--- config.mk ---
export PLATFORM = sky130hd
export DESIGN_NAME = tx_desc_status
export DESIGN_NICKNAME = d
export VERILOG_FILES = /design/src/rtl/tx_desc_pkg.sv /design/src/rtl/tx_aux_if.sv /design/src/rtl/defer_timer.sv /design/src/rtl/irq_bank.sv /design/src/rtl/tx_desc_status.sv
export SDC_FILE = /design/constraint.sdc
export NUM_CORES = 1
export LEC_CHECK = 0
export ABC_AREA = 1
export BUFFER_PORTS_ARGS = -buffer_cell sky130_fd_sc_hd__buf_2
export CORE_ASPECT_RATIO = 1.1
export CORE_MARGIN = 2
export CORE_UTILIZATION = 45
export CTS_CLUSTER_SIZE = 24
export DETAILED_ROUTE_END_ITERATION = 10
export GPL_TIMING_DRIVEN = 0
export HOLD_SLACK_MARGIN = 0.06
export PLACE_DENSITY = 0.68
export SETUP_SLACK_MARGIN = 0.05
export SYNTH_ARGS = -nofsm -noshare
export SYNTH_HDL_FRONTEND = slang
export SYNTH_SLANG_ARGS = --single-unit
--- constraint.sdc ---
create_clock -name clk_i -period 1.9 [get_ports clk_i]
set_input_delay 0.38 -clock clk_i [delete_from_list [all_inputs] [get_ports clk_i]]
set_output_delay 0.38 -clock clk_i [all_outputs]
set_load 0.03 [all_outputs]
--- src/rtl/tx_desc_pkg.sv ---
// Package: constants and types of the transmit descriptor status block
package tx_desc_pkg;
    // Register byte offsets on the Wishbone slave
    localparam logic [7:0] REG_CTRL      = 8'h00;
    localparam logic [7:0] REG_LIST      = 8'h04;
    localparam logic [7:0] REG_DEMAND    = 8'h08;
    localparam logic [7:0] REG_CUR_DESC  = 8'h0C;
    localparam logic [7:0] REG_IRQ_STAT  = 8'h10;
    localparam logic [7:0] REG_IRQ_MASK  = 8'h14;
    localparam logic [7:0] REG_LAST_STAT = 8'h18;
    // Control register fields
    localparam int CTRL_NO_DEFER_LIMIT = 0;
    localparam int CTRL_HALF_DUPLEX    = 1;
    localparam int CTRL_SPEED_100      = 2;
    localparam int CTRL_W              = 3;
    localparam logic [31:0] LIST_RESET = 32'hFFFF_FFFC;
    // Descriptor word offsets in bytes
    localparam logic [31:0] DESC_BUF_OFS  = 32'h0000_0004;
    localparam logic [31:0] DESC_CNT_OFS  = 32'h0000_0008;
    localparam logic [31:0] DESC_NEXT_OFS = 32'h0000_000C;
    // Descriptor status bits
    localparam int STAT_NO_CARRIER = 21;
    localparam int STAT_EXCESS_DEFER_FLAG      = 20;
    localparam int STAT_COMPLETE   = 19;
    localparam int STAT_DEFERRED   = 17;
    localparam int STAT_IRQ_CAUSE  = 16;
    localparam int COUNT_W         = 16;
    // Interrupt bits
    localparam int IRQ_W         = 3;
    localparam int IRQ_DONE      = 0;
    localparam int IRQ_EXCESS_DEFER_FLAG     = 1;
    localparam int IRQ_NOCARRIER = 2;
    // Deferral limits
    localparam int CLK_PERIOD_NS    = 50;
    localparam int DEFER_100_NS     = 327680;
    localparam int DEFER_10_NS      = 3276800;
    localparam int DEFER_100_CYCLES = (DEFER_100_NS + CLK_PERIOD_NS - 1) / CLK_PERIOD_NS;
    localparam int DEFER_10_CYCLES  = (DEFER_10_NS + CLK_PERIOD_NS - 1) / CLK_PERIOD_NS;
    localparam int DEFER_CNT_W      = 17;
    typedef enum logic [2:0] {
        ST_IDLE, ST_RD_BUF, ST_RD_CNT, ST_RD_NEXT, ST_SEND, ST_WR_STAT
    } tx_state_t;
endpackage

--- src/rtl/tx_aux_if.sv ---
// Interface: links the core with its deferral timer and interrupt bank
`timescale 1ns/100ps
interface tx_aux_if;
    logic                            defer_run;
    logic                            defer_clear;
    logic                            speed_100;
    logic                            defer_exceeded;
    logic [tx_desc_pkg::IRQ_W-1:0]   irq_set;
    logic [tx_desc_pkg::IRQ_W-1:0]   irq_mask;
    logic                            irq_clear;
    logic [tx_desc_pkg::IRQ_W-1:0]   irq_status;
    logic                            irq_line;
    modport core_mp (output defer_run, defer_clear, speed_100, irq_set, irq_mask, irq_clear,
                     input defer_exceeded, irq_status, irq_line);
    modport defer_mp (input defer_run, defer_clear, speed_100, output defer_exceeded);
    modport irq_mp (input irq_set, irq_mask, irq_clear, output irq_status, irq_line);
endinterface

--- src/rtl/defer_timer.sv ---
// Deferral timer: flags a frame that waited past the speed's limit
`timescale 1ns/100ps
module defer_timer #(
    parameter logic [tx_desc_pkg::DEFER_CNT_W-1:0] LIMIT_100 = 17'(tx_desc_pkg::DEFER_100_CYCLES),
    parameter logic [tx_desc_pkg::DEFER_CNT_W-1:0] LIMIT_10  = 17'(tx_desc_pkg::DEFER_10_CYCLES)
) (
    // Clock and reset
    input  wire logic     clk_i,
    input  wire logic     rst_i,
    // Core side
    tx_aux_if.defer_mp    aux
);
    typedef struct packed {
        logic [tx_desc_pkg::DEFER_CNT_W-1:0] count;
        logic                                exceeded;
    } defer_state_t;
    defer_state_t                        st_reg;
    defer_state_t                        st_next;
    logic [tx_desc_pkg::DEFER_CNT_W-1:0] lim;

    // Count run cycles; the flag sticks until the next frame
    always_comb begin
        lim = aux.speed_100 ? LIMIT_100 : LIMIT_10;
        st_next = st_reg;
        if (aux.defer_clear) begin
            st_next = '0;
        end else if (aux.defer_run && !st_reg.exceeded) begin
            if (st_reg.count >= lim) begin
                st_next.exceeded = 1'b1;
            end else begin
                st_next.count = st_reg.count + 17'h0_0001;
            end
        end
    end

    always_ff @(posedge clk_i) begin
        if (rst_i) begin
            st_reg <= '0;
        end else begin
            st_reg <= st_next;
        end
    end

    assign aux.defer_exceeded = st_reg.exceeded;
endmodule // defer_timer

--- src/rtl/irq_bank.sv ---
// Interrupt bank: sticky status bits, read-clear, masked level output
`timescale 1ns/100ps
module irq_bank (
    // Clock and reset
    input  wire logic     clk_i,
    input  wire logic     rst_i,
    // Core side
    tx_aux_if.irq_mp      aux
);
    typedef struct packed {
        logic [tx_desc_pkg::IRQ_W-1:0] status;
    } irq_state_t;
    irq_state_t st_reg;
    irq_state_t st_next;

    // A set in the clearing cycle wins, so no event is lost
    always_comb begin
        st_next = st_reg;
        if (aux.irq_clear) begin
            st_next.status = '0;
        end
        st_next.status = st_next.status | aux.irq_set;
    end

    always_ff @(posedge clk_i) begin
        if (rst_i) begin
            st_reg <= '0;
        end else begin
            st_reg <= st_next;
        end
    end

    assign aux.irq_status = st_reg.status;
    assign aux.irq_line   = |(st_reg.status & aux.irq_mask);
endmodule // irq_bank

--- src/rtl/tx_desc_status.sv ---
// Transmit descriptor walker with status write-back and register slave
//
// Notes on behaviour
// - Flag excessive deferral in bit 20 past 0.32768 ms (100M) or 3.2768 ms (10M).
// - Deferral check only when no-defer-limit is clear and half duplex.
// - Bit 19 set when the frame completed correctly, else zero.
// - Bit 17 set when transmission deferred once, half duplex only.
// - Bit 16 set when the frame raised an interrupt condition; here only a condition enabled in irq_mask sets it.
// - Low 16 bits of the count word give the bytes to send.
// - Fourth descriptor word points to the next descriptor; walk follows it.
// - Low two pointer bits are ignored; descriptors sit on word boundaries.
// - Bit 21 set when carrier sense never showed during a half-duplex frame.
//
// Decided for this implementation: the register offsets and the Wishbone interface to the registers.
`timescale 1ns/100ps
module tx_desc_status #(
    parameter logic [16:0] DEFER_LIMIT_100 = 17'(tx_desc_pkg::DEFER_100_CYCLES),
    parameter logic [16:0] DEFER_LIMIT_10  = 17'(tx_desc_pkg::DEFER_10_CYCLES)
) (
    // Clock and reset
    input  wire logic        clk_i,
    input  wire logic        rst_i,
    // Wishbone slave
    input  wire logic        wb_cyc_i,
    input  wire logic        wb_stb_i,
    input  wire logic        wb_we_i,
    input  wire logic [7:0]  wb_adr_i,
    input  wire logic [3:0]  wb_sel_i,
    input  wire logic [31:0] wb_dat_i,
    output logic      [31:0] wb_dat_o,
    output logic             wb_ack_o,
    // Descriptor memory master
    output logic             mem_req_o,
    output logic             mem_we_o,
    output logic      [31:0] mem_adr_o,
    output logic      [31:0] mem_dat_o,
    input  wire logic [31:0] mem_dat_i,
    input  wire logic        mem_ack_i,
    // MAC transmit path
    output logic             tx_start_o,
    output logic      [31:0] tx_buf_adr_o,
    output logic      [15:0] tx_frame_byte_count_o,
    input  wire logic        tx_done_i,
    input  wire logic        tx_ok_i,
    input  wire logic        tx_active_i,
    input  wire logic        tx_defer_i,
    input  wire logic        crs_i,
    // Interrupt
    output logic             irq_o
);
    typedef struct packed {
        tx_desc_pkg::tx_state_t           fsm;
        logic [tx_desc_pkg::CTRL_W-1:0]   ctrl;
        logic [31:0]                      list_start;
        logic [31:0]                      cur_desc;
        logic [31:0]                      buf_adr;
        logic [15:0]                      byte_count;
        logic [31:0]                      next_ptr;
        logic [31:0]                      last_stat;
        logic [tx_desc_pkg::IRQ_W-1:0]    irq_mask;
        logic                             pending;
        logic                             deferred;
        logic                             crs_seen;
        logic                             mem_req;
        logic                             mem_we;
        logic [31:0]                      mem_adr;
        logic [31:0]                      mem_wdat;
        logic                             tx_start;
        logic                             ack;
        logic [31:0]                      rdat;
    } core_state_t;

    core_state_t                      st_reg;
    core_state_t                      st_next;
    logic                             bus_req;
    logic                             bus_wr;
    logic                             half_dup;
    logic                             no_carrier;
    logic [tx_desc_pkg::IRQ_W-1:0]    events;
    logic                             irq_cause;
    logic [31:0]                      stat_word;

    tx_aux_if aux ();

    defer_timer #(
        .LIMIT_100 (DEFER_LIMIT_100),
        .LIMIT_10  (DEFER_LIMIT_10)
    ) u_defer (
        .clk_i (clk_i),
        .rst_i (rst_i),
        .aux   (aux.defer_mp)
    );

    irq_bank u_irq (
        .clk_i (clk_i),
        .rst_i (rst_i),
        .aux   (aux.irq_mp)
    );

    ////////////////////////////////////////////////////////////////////////////
    // Frame status terms
    always_comb begin
        half_dup   = st_reg.ctrl[tx_desc_pkg::CTRL_HALF_DUPLEX];
        no_carrier = half_dup && !st_reg.crs_seen;
        events     = '0;
        events[tx_desc_pkg::IRQ_DONE]      = tx_done_i && st_reg.fsm == tx_desc_pkg::ST_SEND;
        events[tx_desc_pkg::IRQ_EXCESS_DEFER_FLAG]     = events[tx_desc_pkg::IRQ_DONE]
                                             && aux.defer_exceeded;
        events[tx_desc_pkg::IRQ_NOCARRIER] = events[tx_desc_pkg::IRQ_DONE] && no_carrier;
        irq_cause  = |(events & st_reg.irq_mask);
        stat_word  = 32'h0000_0000;
        stat_word[tx_desc_pkg::COUNT_W-1:0]    = st_reg.byte_count;
        stat_word[tx_desc_pkg::STAT_NO_CARRIER] = no_carrier;
        stat_word[tx_desc_pkg::STAT_EXCESS_DEFER_FLAG]     = aux.defer_exceeded;
        stat_word[tx_desc_pkg::STAT_COMPLETE]  = tx_ok_i;
        stat_word[tx_desc_pkg::STAT_DEFERRED]  = half_dup && (st_reg.deferred || tx_defer_i);
        stat_word[tx_desc_pkg::STAT_IRQ_CAUSE] = irq_cause;
    end

    // Deferral check runs only while waiting to send, half duplex, limit on
    assign aux.defer_run   = st_reg.fsm == tx_desc_pkg::ST_SEND && tx_defer_i && !tx_active_i
                             && half_dup && !st_reg.ctrl[tx_desc_pkg::CTRL_NO_DEFER_LIMIT];
    assign aux.defer_clear = st_reg.tx_start;
    assign aux.speed_100   = st_reg.ctrl[tx_desc_pkg::CTRL_SPEED_100];
    assign aux.irq_set     = events;
    assign aux.irq_mask    = st_reg.irq_mask;
    assign aux.irq_clear   = bus_req && !wb_we_i && wb_adr_i == tx_desc_pkg::REG_IRQ_STAT;

    ////////////////////////////////////////////////////////////////////////////
    // Bus decode and walker; ack comes one cycle after the strobe
    always_comb begin
        st_next  = st_reg;
        bus_req  = wb_cyc_i && wb_stb_i && !st_reg.ack;
        bus_wr   = bus_req && wb_we_i && wb_sel_i == 4'hF;
        st_next.ack      = bus_req;
        st_next.tx_start = 1'b0;
        // Register reads; unmapped offsets read zero
        st_next.rdat = 32'h0000_0000;
        case (wb_adr_i)
            tx_desc_pkg::REG_CTRL:      st_next.rdat = {29'h0, st_reg.ctrl};
            tx_desc_pkg::REG_LIST:      st_next.rdat = st_reg.list_start;
            tx_desc_pkg::REG_CUR_DESC:  st_next.rdat = st_reg.cur_desc;
            tx_desc_pkg::REG_IRQ_STAT:  st_next.rdat = {29'h0, aux.irq_status};
            tx_desc_pkg::REG_IRQ_MASK:  st_next.rdat = {29'h0, st_reg.irq_mask};
            tx_desc_pkg::REG_LAST_STAT: st_next.rdat = st_reg.last_stat;
            default:                    st_next.rdat = 32'h0000_0000;
        endcase
        // Register writes need all four lanes
        if (bus_wr) begin
            case (wb_adr_i)
                tx_desc_pkg::REG_CTRL: begin
                    st_next.ctrl = wb_dat_i[tx_desc_pkg::CTRL_W-1:0];
                end
                tx_desc_pkg::REG_LIST: begin
                    st_next.list_start = {wb_dat_i[31:2], 2'b00};
                    if (st_reg.fsm == tx_desc_pkg::ST_IDLE) begin
                        st_next.cur_desc = {wb_dat_i[31:2], 2'b00};
                    end
                end
                tx_desc_pkg::REG_DEMAND: begin
                    st_next.pending = 1'b1;
                end
                tx_desc_pkg::REG_IRQ_MASK: begin
                    st_next.irq_mask = wb_dat_i[tx_desc_pkg::IRQ_W-1:0];
                end
                default: begin
                end
            endcase
        end
        // Memory request drops on its ack
        if (mem_ack_i) begin
            st_next.mem_req = 1'b0;
            st_next.mem_we  = 1'b0;
        end
        case (st_reg.fsm)
            tx_desc_pkg::ST_IDLE: begin
                if (st_reg.pending) begin
                    st_next.pending = 1'b0;
                    st_next.mem_req = 1'b1;
                    st_next.mem_adr = st_reg.cur_desc + tx_desc_pkg::DESC_BUF_OFS;
                    st_next.fsm     = tx_desc_pkg::ST_RD_BUF;
                end
            end
            tx_desc_pkg::ST_RD_BUF: begin
                if (mem_ack_i) begin
                    st_next.buf_adr = mem_dat_i;
                    st_next.mem_req = 1'b1;
                    st_next.mem_adr = st_reg.cur_desc + tx_desc_pkg::DESC_CNT_OFS;
                    st_next.fsm     = tx_desc_pkg::ST_RD_CNT;
                end
            end
            tx_desc_pkg::ST_RD_CNT: begin
                if (mem_ack_i) begin
                    st_next.byte_count = mem_dat_i[tx_desc_pkg::COUNT_W-1:0];
                    st_next.mem_req    = 1'b1;
                    st_next.mem_adr    = st_reg.cur_desc + tx_desc_pkg::DESC_NEXT_OFS;
                    st_next.fsm        = tx_desc_pkg::ST_RD_NEXT;
                end
            end
            tx_desc_pkg::ST_RD_NEXT: begin
                if (mem_ack_i) begin
                    st_next.next_ptr = {mem_dat_i[31:2], 2'b00};
                    // A zero byte count ends the walk without sending
                    if (st_reg.byte_count == 16'h0000) begin
                        st_next.fsm = tx_desc_pkg::ST_IDLE;
                    end else begin
                        st_next.tx_start = 1'b1;
                        st_next.deferred = 1'b0;
                        st_next.crs_seen = 1'b0;
                        st_next.fsm      = tx_desc_pkg::ST_SEND;
                    end
                end
            end
            tx_desc_pkg::ST_SEND: begin
                st_next.deferred = st_reg.deferred || tx_defer_i;
                st_next.crs_seen = st_reg.crs_seen || (crs_i && tx_active_i);
                // Status goes back only once the MAC reports the end
                if (tx_done_i) begin
                    st_next.last_stat = stat_word;
                    st_next.mem_req   = 1'b1;
                    st_next.mem_we    = 1'b1;
                    st_next.mem_adr   = st_reg.cur_desc + tx_desc_pkg::DESC_CNT_OFS;
                    st_next.mem_wdat  = stat_word;
                    st_next.fsm       = tx_desc_pkg::ST_WR_STAT;
                end
            end
            tx_desc_pkg::ST_WR_STAT: begin
                if (mem_ack_i) begin
                    st_next.cur_desc = st_reg.next_ptr;
                    st_next.mem_req  = 1'b1;
                    st_next.mem_adr  = st_reg.next_ptr + tx_desc_pkg::DESC_BUF_OFS;
                    st_next.fsm      = tx_desc_pkg::ST_RD_BUF;
                end
            end
            default: begin
                st_next.fsm = tx_desc_pkg::ST_IDLE;
            end
        endcase
    end

    // State register
    always_ff @(posedge clk_i) begin
        if (rst_i) begin
            st_reg            <= '0;
            st_reg.fsm        <= tx_desc_pkg::ST_IDLE;
            st_reg.list_start <= tx_desc_pkg::LIST_RESET;
            st_reg.cur_desc   <= tx_desc_pkg::LIST_RESET;
        end else begin
            st_reg <= st_next;
        end
    end

    ////////////////////////////////////////////////////////////////////////////
    // Outputs
    assign wb_ack_o              = st_reg.ack;
    assign wb_dat_o              = st_reg.rdat;
    assign mem_req_o             = st_reg.mem_req;
    assign mem_we_o              = st_reg.mem_we;
    assign mem_adr_o             = st_reg.mem_adr;
    assign mem_dat_o             = st_reg.mem_wdat;
    assign tx_start_o            = st_reg.tx_start;
    assign tx_buf_adr_o          = st_reg.buf_adr;
    assign tx_frame_byte_count_o = st_reg.byte_count;
    assign irq_o                 = aux.irq_line;
endmodule // tx_desc_status

Yosys cells after proc, flatten, opt, wreduce, memory -nomap -nowiden
Cells that the tools add are included.

storage, ports and cells
  register bits = 262
  bits of input ports = 87
  output and inout port bits = 149
  word-level logic and storage cells = 134

operators by class
  add/subtract/negate cells = 5
  $lt $le $gt $ge = 1
  equal/unequal tests = 19
  multiplexer cells = 35
  bitwise gates (word level) = 6
  reductions and logical operators = 47

operators by type and width
  operator                                                         number
  32-bit two-way mux                                               9
  32-bit case mux with 6 select lines                              1
  32-bit case mux with 5 select lines                              1
  66-bit two-way mux                                               1
  32-bit by 3-bit adder with 32-bit output, second input constant  2
  32-bit by 4-bit adder with 32-bit output, second input constant  2
  8-bit by 5-bit == test with 1-bit output, second input constant  3
  3-bit two-way mux                                                8
  3-bit case mux with 6 select lines                               1
  2-bit AND reduction                                              9
  17-bit by 1-bit adder with 17-bit output, second input constant  1
  17-bit >= comparator                                             1
  1-bit logical AND                                                17
  17-bit two-way mux                                               1
  8-bit by 4-bit == test with 1-bit output, second input constant  2
  16-bit zero test                                                 1
  2-bit != test, second input constant                             7
  6-bit AND reduction                                              2
  3-bit OR reduction                                               4
  8-bit by 3-bit == test with 1-bit output, second input constant  1
  8-bit zero test                                                  1
  1-bit two-way mux                                                8
  3-bit bitwise AND                                                2
  3-bit by 2-bit == test with 1-bit output, second input constant  2
  15 further kinds                                                 26

Longest topological paths before layout
  depth in word-level cells = 7
  depth in mapped cells = 16
  depth with buffers taken out = 16

Cells and area by module
Synthesis repeated with hierarchy kept, for this count alone.

second synthesis, totals
  cell total of the unflattened synthesis = 2215
  area total of the unflattened synthesis = 14580.2 sq um

by module, submodules not included
  module          times used  cells an instance  area an instance (sq um)
  tx_desc_status  1           1987               13151.4
  defer_timer     1           211                1311.3
  irq_bank        1           17                 117.6

Worst setup path before layout
Ideal clock, no wire load.

  path kind = reg-to-reg
  start = reg st_reg[285] in the netlist's numbering
  end = reg st_reg (netlist bit mem_adr_o[18])
  setup time = 0.070 ns
  arrival time = 1.973 ns
  slack = -0.143 ns
  stages on the path, launching flop included = 14
  clock period less this slack = 2.043 ns
  path through = dfxtp_1 > nand3_4 > buf_6 > nand2_1 > nand2_1 > inv_1 > ha_1 > inv_1 > nor2_2 > nand2_1 > nor2_1 > xor2_1 > nand2_1 > a21oi_1

between the ends
  word-level cells in the longest chain between the ends = 3

ends and longest elaborated chain
  item                                                           line                   source
  start, declared                                                tx_desc_status.sv:73   core_state_t st_reg;
  start signal, assigned                                         tx_desc_status.sv:249  st_reg <= st_next;
  3-bit == test, or another cell as far along                    tx_desc_status.sv:175  case (st_reg.fsm)
  5-bit nonzero test (no line) or 2-bit != test (tied branches)  n/a
  6-bit AND reduction (no line)                                  n/a

Parallel ways exist; a longest one is shown, timed or not.
A chain may end at the register's enable or synchronous reset.

Final worst setup path
  start = reg st_reg[287] in the netlist's numbering
  end = reg st_reg (netlist bit mem_adr_o[13])

Same word-level chain as after synthesis.

==> reports/results.ini <==
[status]
status=finished, violations left
violations=setup timing

[min_path]
min_path_type=input pin to flip-flop

[global_route]
grt_max_degree=15
antenna_found_initial=2
grt_use_total_pct=33.2
grt_pass1_vias=15900
grt_overflow=0
grt_pass1_wl_um=88300

[sta]
tightest_slew_ns=0.836
fin_skew_ns=0.0237
final-hold-violation-count=0
timing.final.crit_share_pct=114
max_slew_margin_pct=44.3
setup_viol=48
rsz0062_at_grt=yes
max_freq_mhz=461
drv_slew=0
finalCriticalPeriod_ns=2.17
fin_ws_ns=-0.268

[clocking]
tritoncts=yes
h-tree-depth=1
cts_root_buf=clkbuf_16
worstSkewPairLatency_ns=0.58
clk_pin_slew_ns=0.07
clock_path_buffers=3
clock-sinks=262
cts_buffers=28

[route]
dr.pass1.iters=6
wl_um=59500
drt_iter0_markers=1619
drc_errors=0
ant_nets=0
wl_per_cell_um=19.7
vias=16700
via_per_inst=5.51

[synth]
synth_adder_area_share_pct=1.10
ys.flop_type=dfxtp_1
syn_area_um2=14800
yosysWarnings=0
postSynth.asyncResetShare_pct=0
synthXorXnorAreaFrac_pct=2.13
yosysTopAreaCellShare_pct=35.5
yosys.cell_count.top_type=nand2_1
synth_simple_gate_area_share_pct=29.1
seq_area_frac_synth_pct=35.5
synth_cell_types=49
yosys.area.top_type=dfxtp_1
synthCells=2202
synth_compound_area_share_pct=16.7
synth_area_per_cell_um2=6.72
synth_top_family_by_area=simple AND/OR/NAND/NOR gates
ys_ff_latch=262
synth-edff-count=0
synth.area.mux_share_pct=0
synthTopCellsByArea=dfxtp_1, nand2_1, buf_4
synth_common_cells=nand2_1, dfxtp_1, nor2_1

[floorplan]
num_rows=69
die_w_um=177
die_y_um=194
core_um2=32400
start_util_pct=45.7
ios=236
dieArea_um2=34300

[worst_setup_path]
critPathBufInv=2
worst_ep_required_time_ns=2.40
cp_max_fo=8
cp-start-kind=flip-flop
critical_path.cell_chain=buf_8, buf_6, nand4_1, nand2_2, nand2_4, nor2_4, nand2_2, nor2_4, xor2_1, nand2_1, a21oi_2
crit_path_max_incr_delay_ns=0.34
cp_top_family=simple AND/OR/NAND/NOR gates
cpMaxStageDelayCell=dfxtp_2
arrival_ns=2.66
path_class=flip-flop to flip-flop
setup.worst_path.end_class=flip-flop

[cells_and_area]
layout.cells.non_filler=3026
fillCellCount=3085
post-route-util_pct=60.9
largest_reg_flops=99
area_growth_pct=33.3
drive_above_1_share_pct=31.3
final_nets=2677

[power]
total_power_uw=27300
peakVddDrop_mv=0.894
p_per_area_nw_per_um2=1390
power_leakage_uw=0.00985

[placement]
pre_cts_ws_ns=-0.920
port_buffers=223
dp.cells=2861
routabilityCongestion=0.970
place_hpwl_um=45000

[run]
cap_viol_max_count=0

-- cell usage in the layout (no fill, tap or decap), types with 15 or more instances in the layout --
cell	n
clkbuf_16	29
nand2_2	53
nor3_1	15
nor2_4	37
o22ai_1	19
dfxtp_2	16
buf_2	236
buf_4	226
dlygate4sd3_1	21
dfxtp_1	240
o21ai_0	164
o21ai_1	26
nor2_2	29
nor2_1	170
a21oi_1	176
o211ai_1	24
xor2_1	30
inv_1	178
clkbuf_1	38
clkbuf_2	17
buf_6	19
nand2_1	417
nand4_1	58
nand2_4	26
nand3_1	149
-- power by group --
group	internal, µW	switching, µW	leakage, µW	total, µW
clock	3780	2420	0.000496	6200
combinational	5380	9110	0.00723	14500
sequential	6150	497	0.00212	6650
total	15300	12000	0.00985	27300
-- final timing paths --
check / from / endpoint / slack [ns] / cells past startpoint
worst max register to register: st_reg[287]$_SDFFE_PP0P_ / mem_adr_o[13]$_SDFFE_PP0P_ / -0.27 / 11
worst max-delay path: st_reg[287]$_SDFFE_PP0P_ / mem_adr_o[13]$_SDFFE_PP0P_ / -0.27 / 11
worst min register to register: wb_ack_o$_SDFF_PP0_ / wb_ack_o$_SDFF_PP0_ / 0.45 / 1
worst min-delay path: wb_dat_i[13] / st_reg[263]$_SDFFE_PP1P_ / 0.08 / 3
-- layer usage --
| layer | vias to the layer above | track usage [%] | share of wire [%] |
|---|---|---|---|
| met3 | 180 | 5.98 | 8.5 |
| met2 | 827 | 54.2 | 46 |
| met1 | 7766 | 41.7 | 40 |
| li1 | 7888 | - | - |
| met5 | - | 0 | 0.032 |
| met4 | 2 | 16.7 | 5.4 |
-- cells by family (layout without fill, tap and decap cells) --
family,count (synthesis),in the layout
AND/OR/NAND/NOR,987,987
AO/OA/AOI/OAI,459,459
buffers and inverters,444,831
adder cells (fa/ha/maj),13,13
XOR/XNOR,36,36
other,1,12
flip-flops,262,262
-- through the flow --
stage                     instance area [µm²]  hold WS (ns)  setup TNS [ns]
final                                   19700        0.0752           -3.97
after detailed placement                16500         0.441         -103.49
after global routing                    19700        0.0782           -8.48
after CTS                               18900        0.0600          -0.751
after floorplan                         14900         0.423               0
after global placement                  16500         0.436         -100.49
-- final cells by class --
class / count / area, µm² / area share (%)
antenna: 1 / 2.50 / 0.0127
clock inverter: 18 / 289 / 1.47
sequential: 262 / 5290 / 26.8
tap: 426 / 533 / 2.70
clock buffer: 34 / 753 / 3.82
timing repair buffer: 337 / 2160 / 11.0
multi-input combinational: 1506 / 8200 / 41.6
inverter: 196 / 772 / 3.91
buffer: 246 / 1730 / 8.75
-- timing repair --
action	CTS	global route
endpoints found under the setup margin	173	184
gates cloned	2	3
resized for setup	227	193
hold endpoints to repair	21	0
hold buffers	21	0
pin swaps	46	54
setup buffers	51	37
-- worst register-to-register path, delay by kind of cell (launching register included) --
family,cells,cell delay (ns)
AO/OA/AOI/OAI,1,0.12
XOR/XNOR,1,0.23
buffers and inverters,2,0.25
flip-flops,1,0.34
AND/OR/NAND/NOR,7,1.16
No activity file was read; power rests on OpenSTA's default activity.
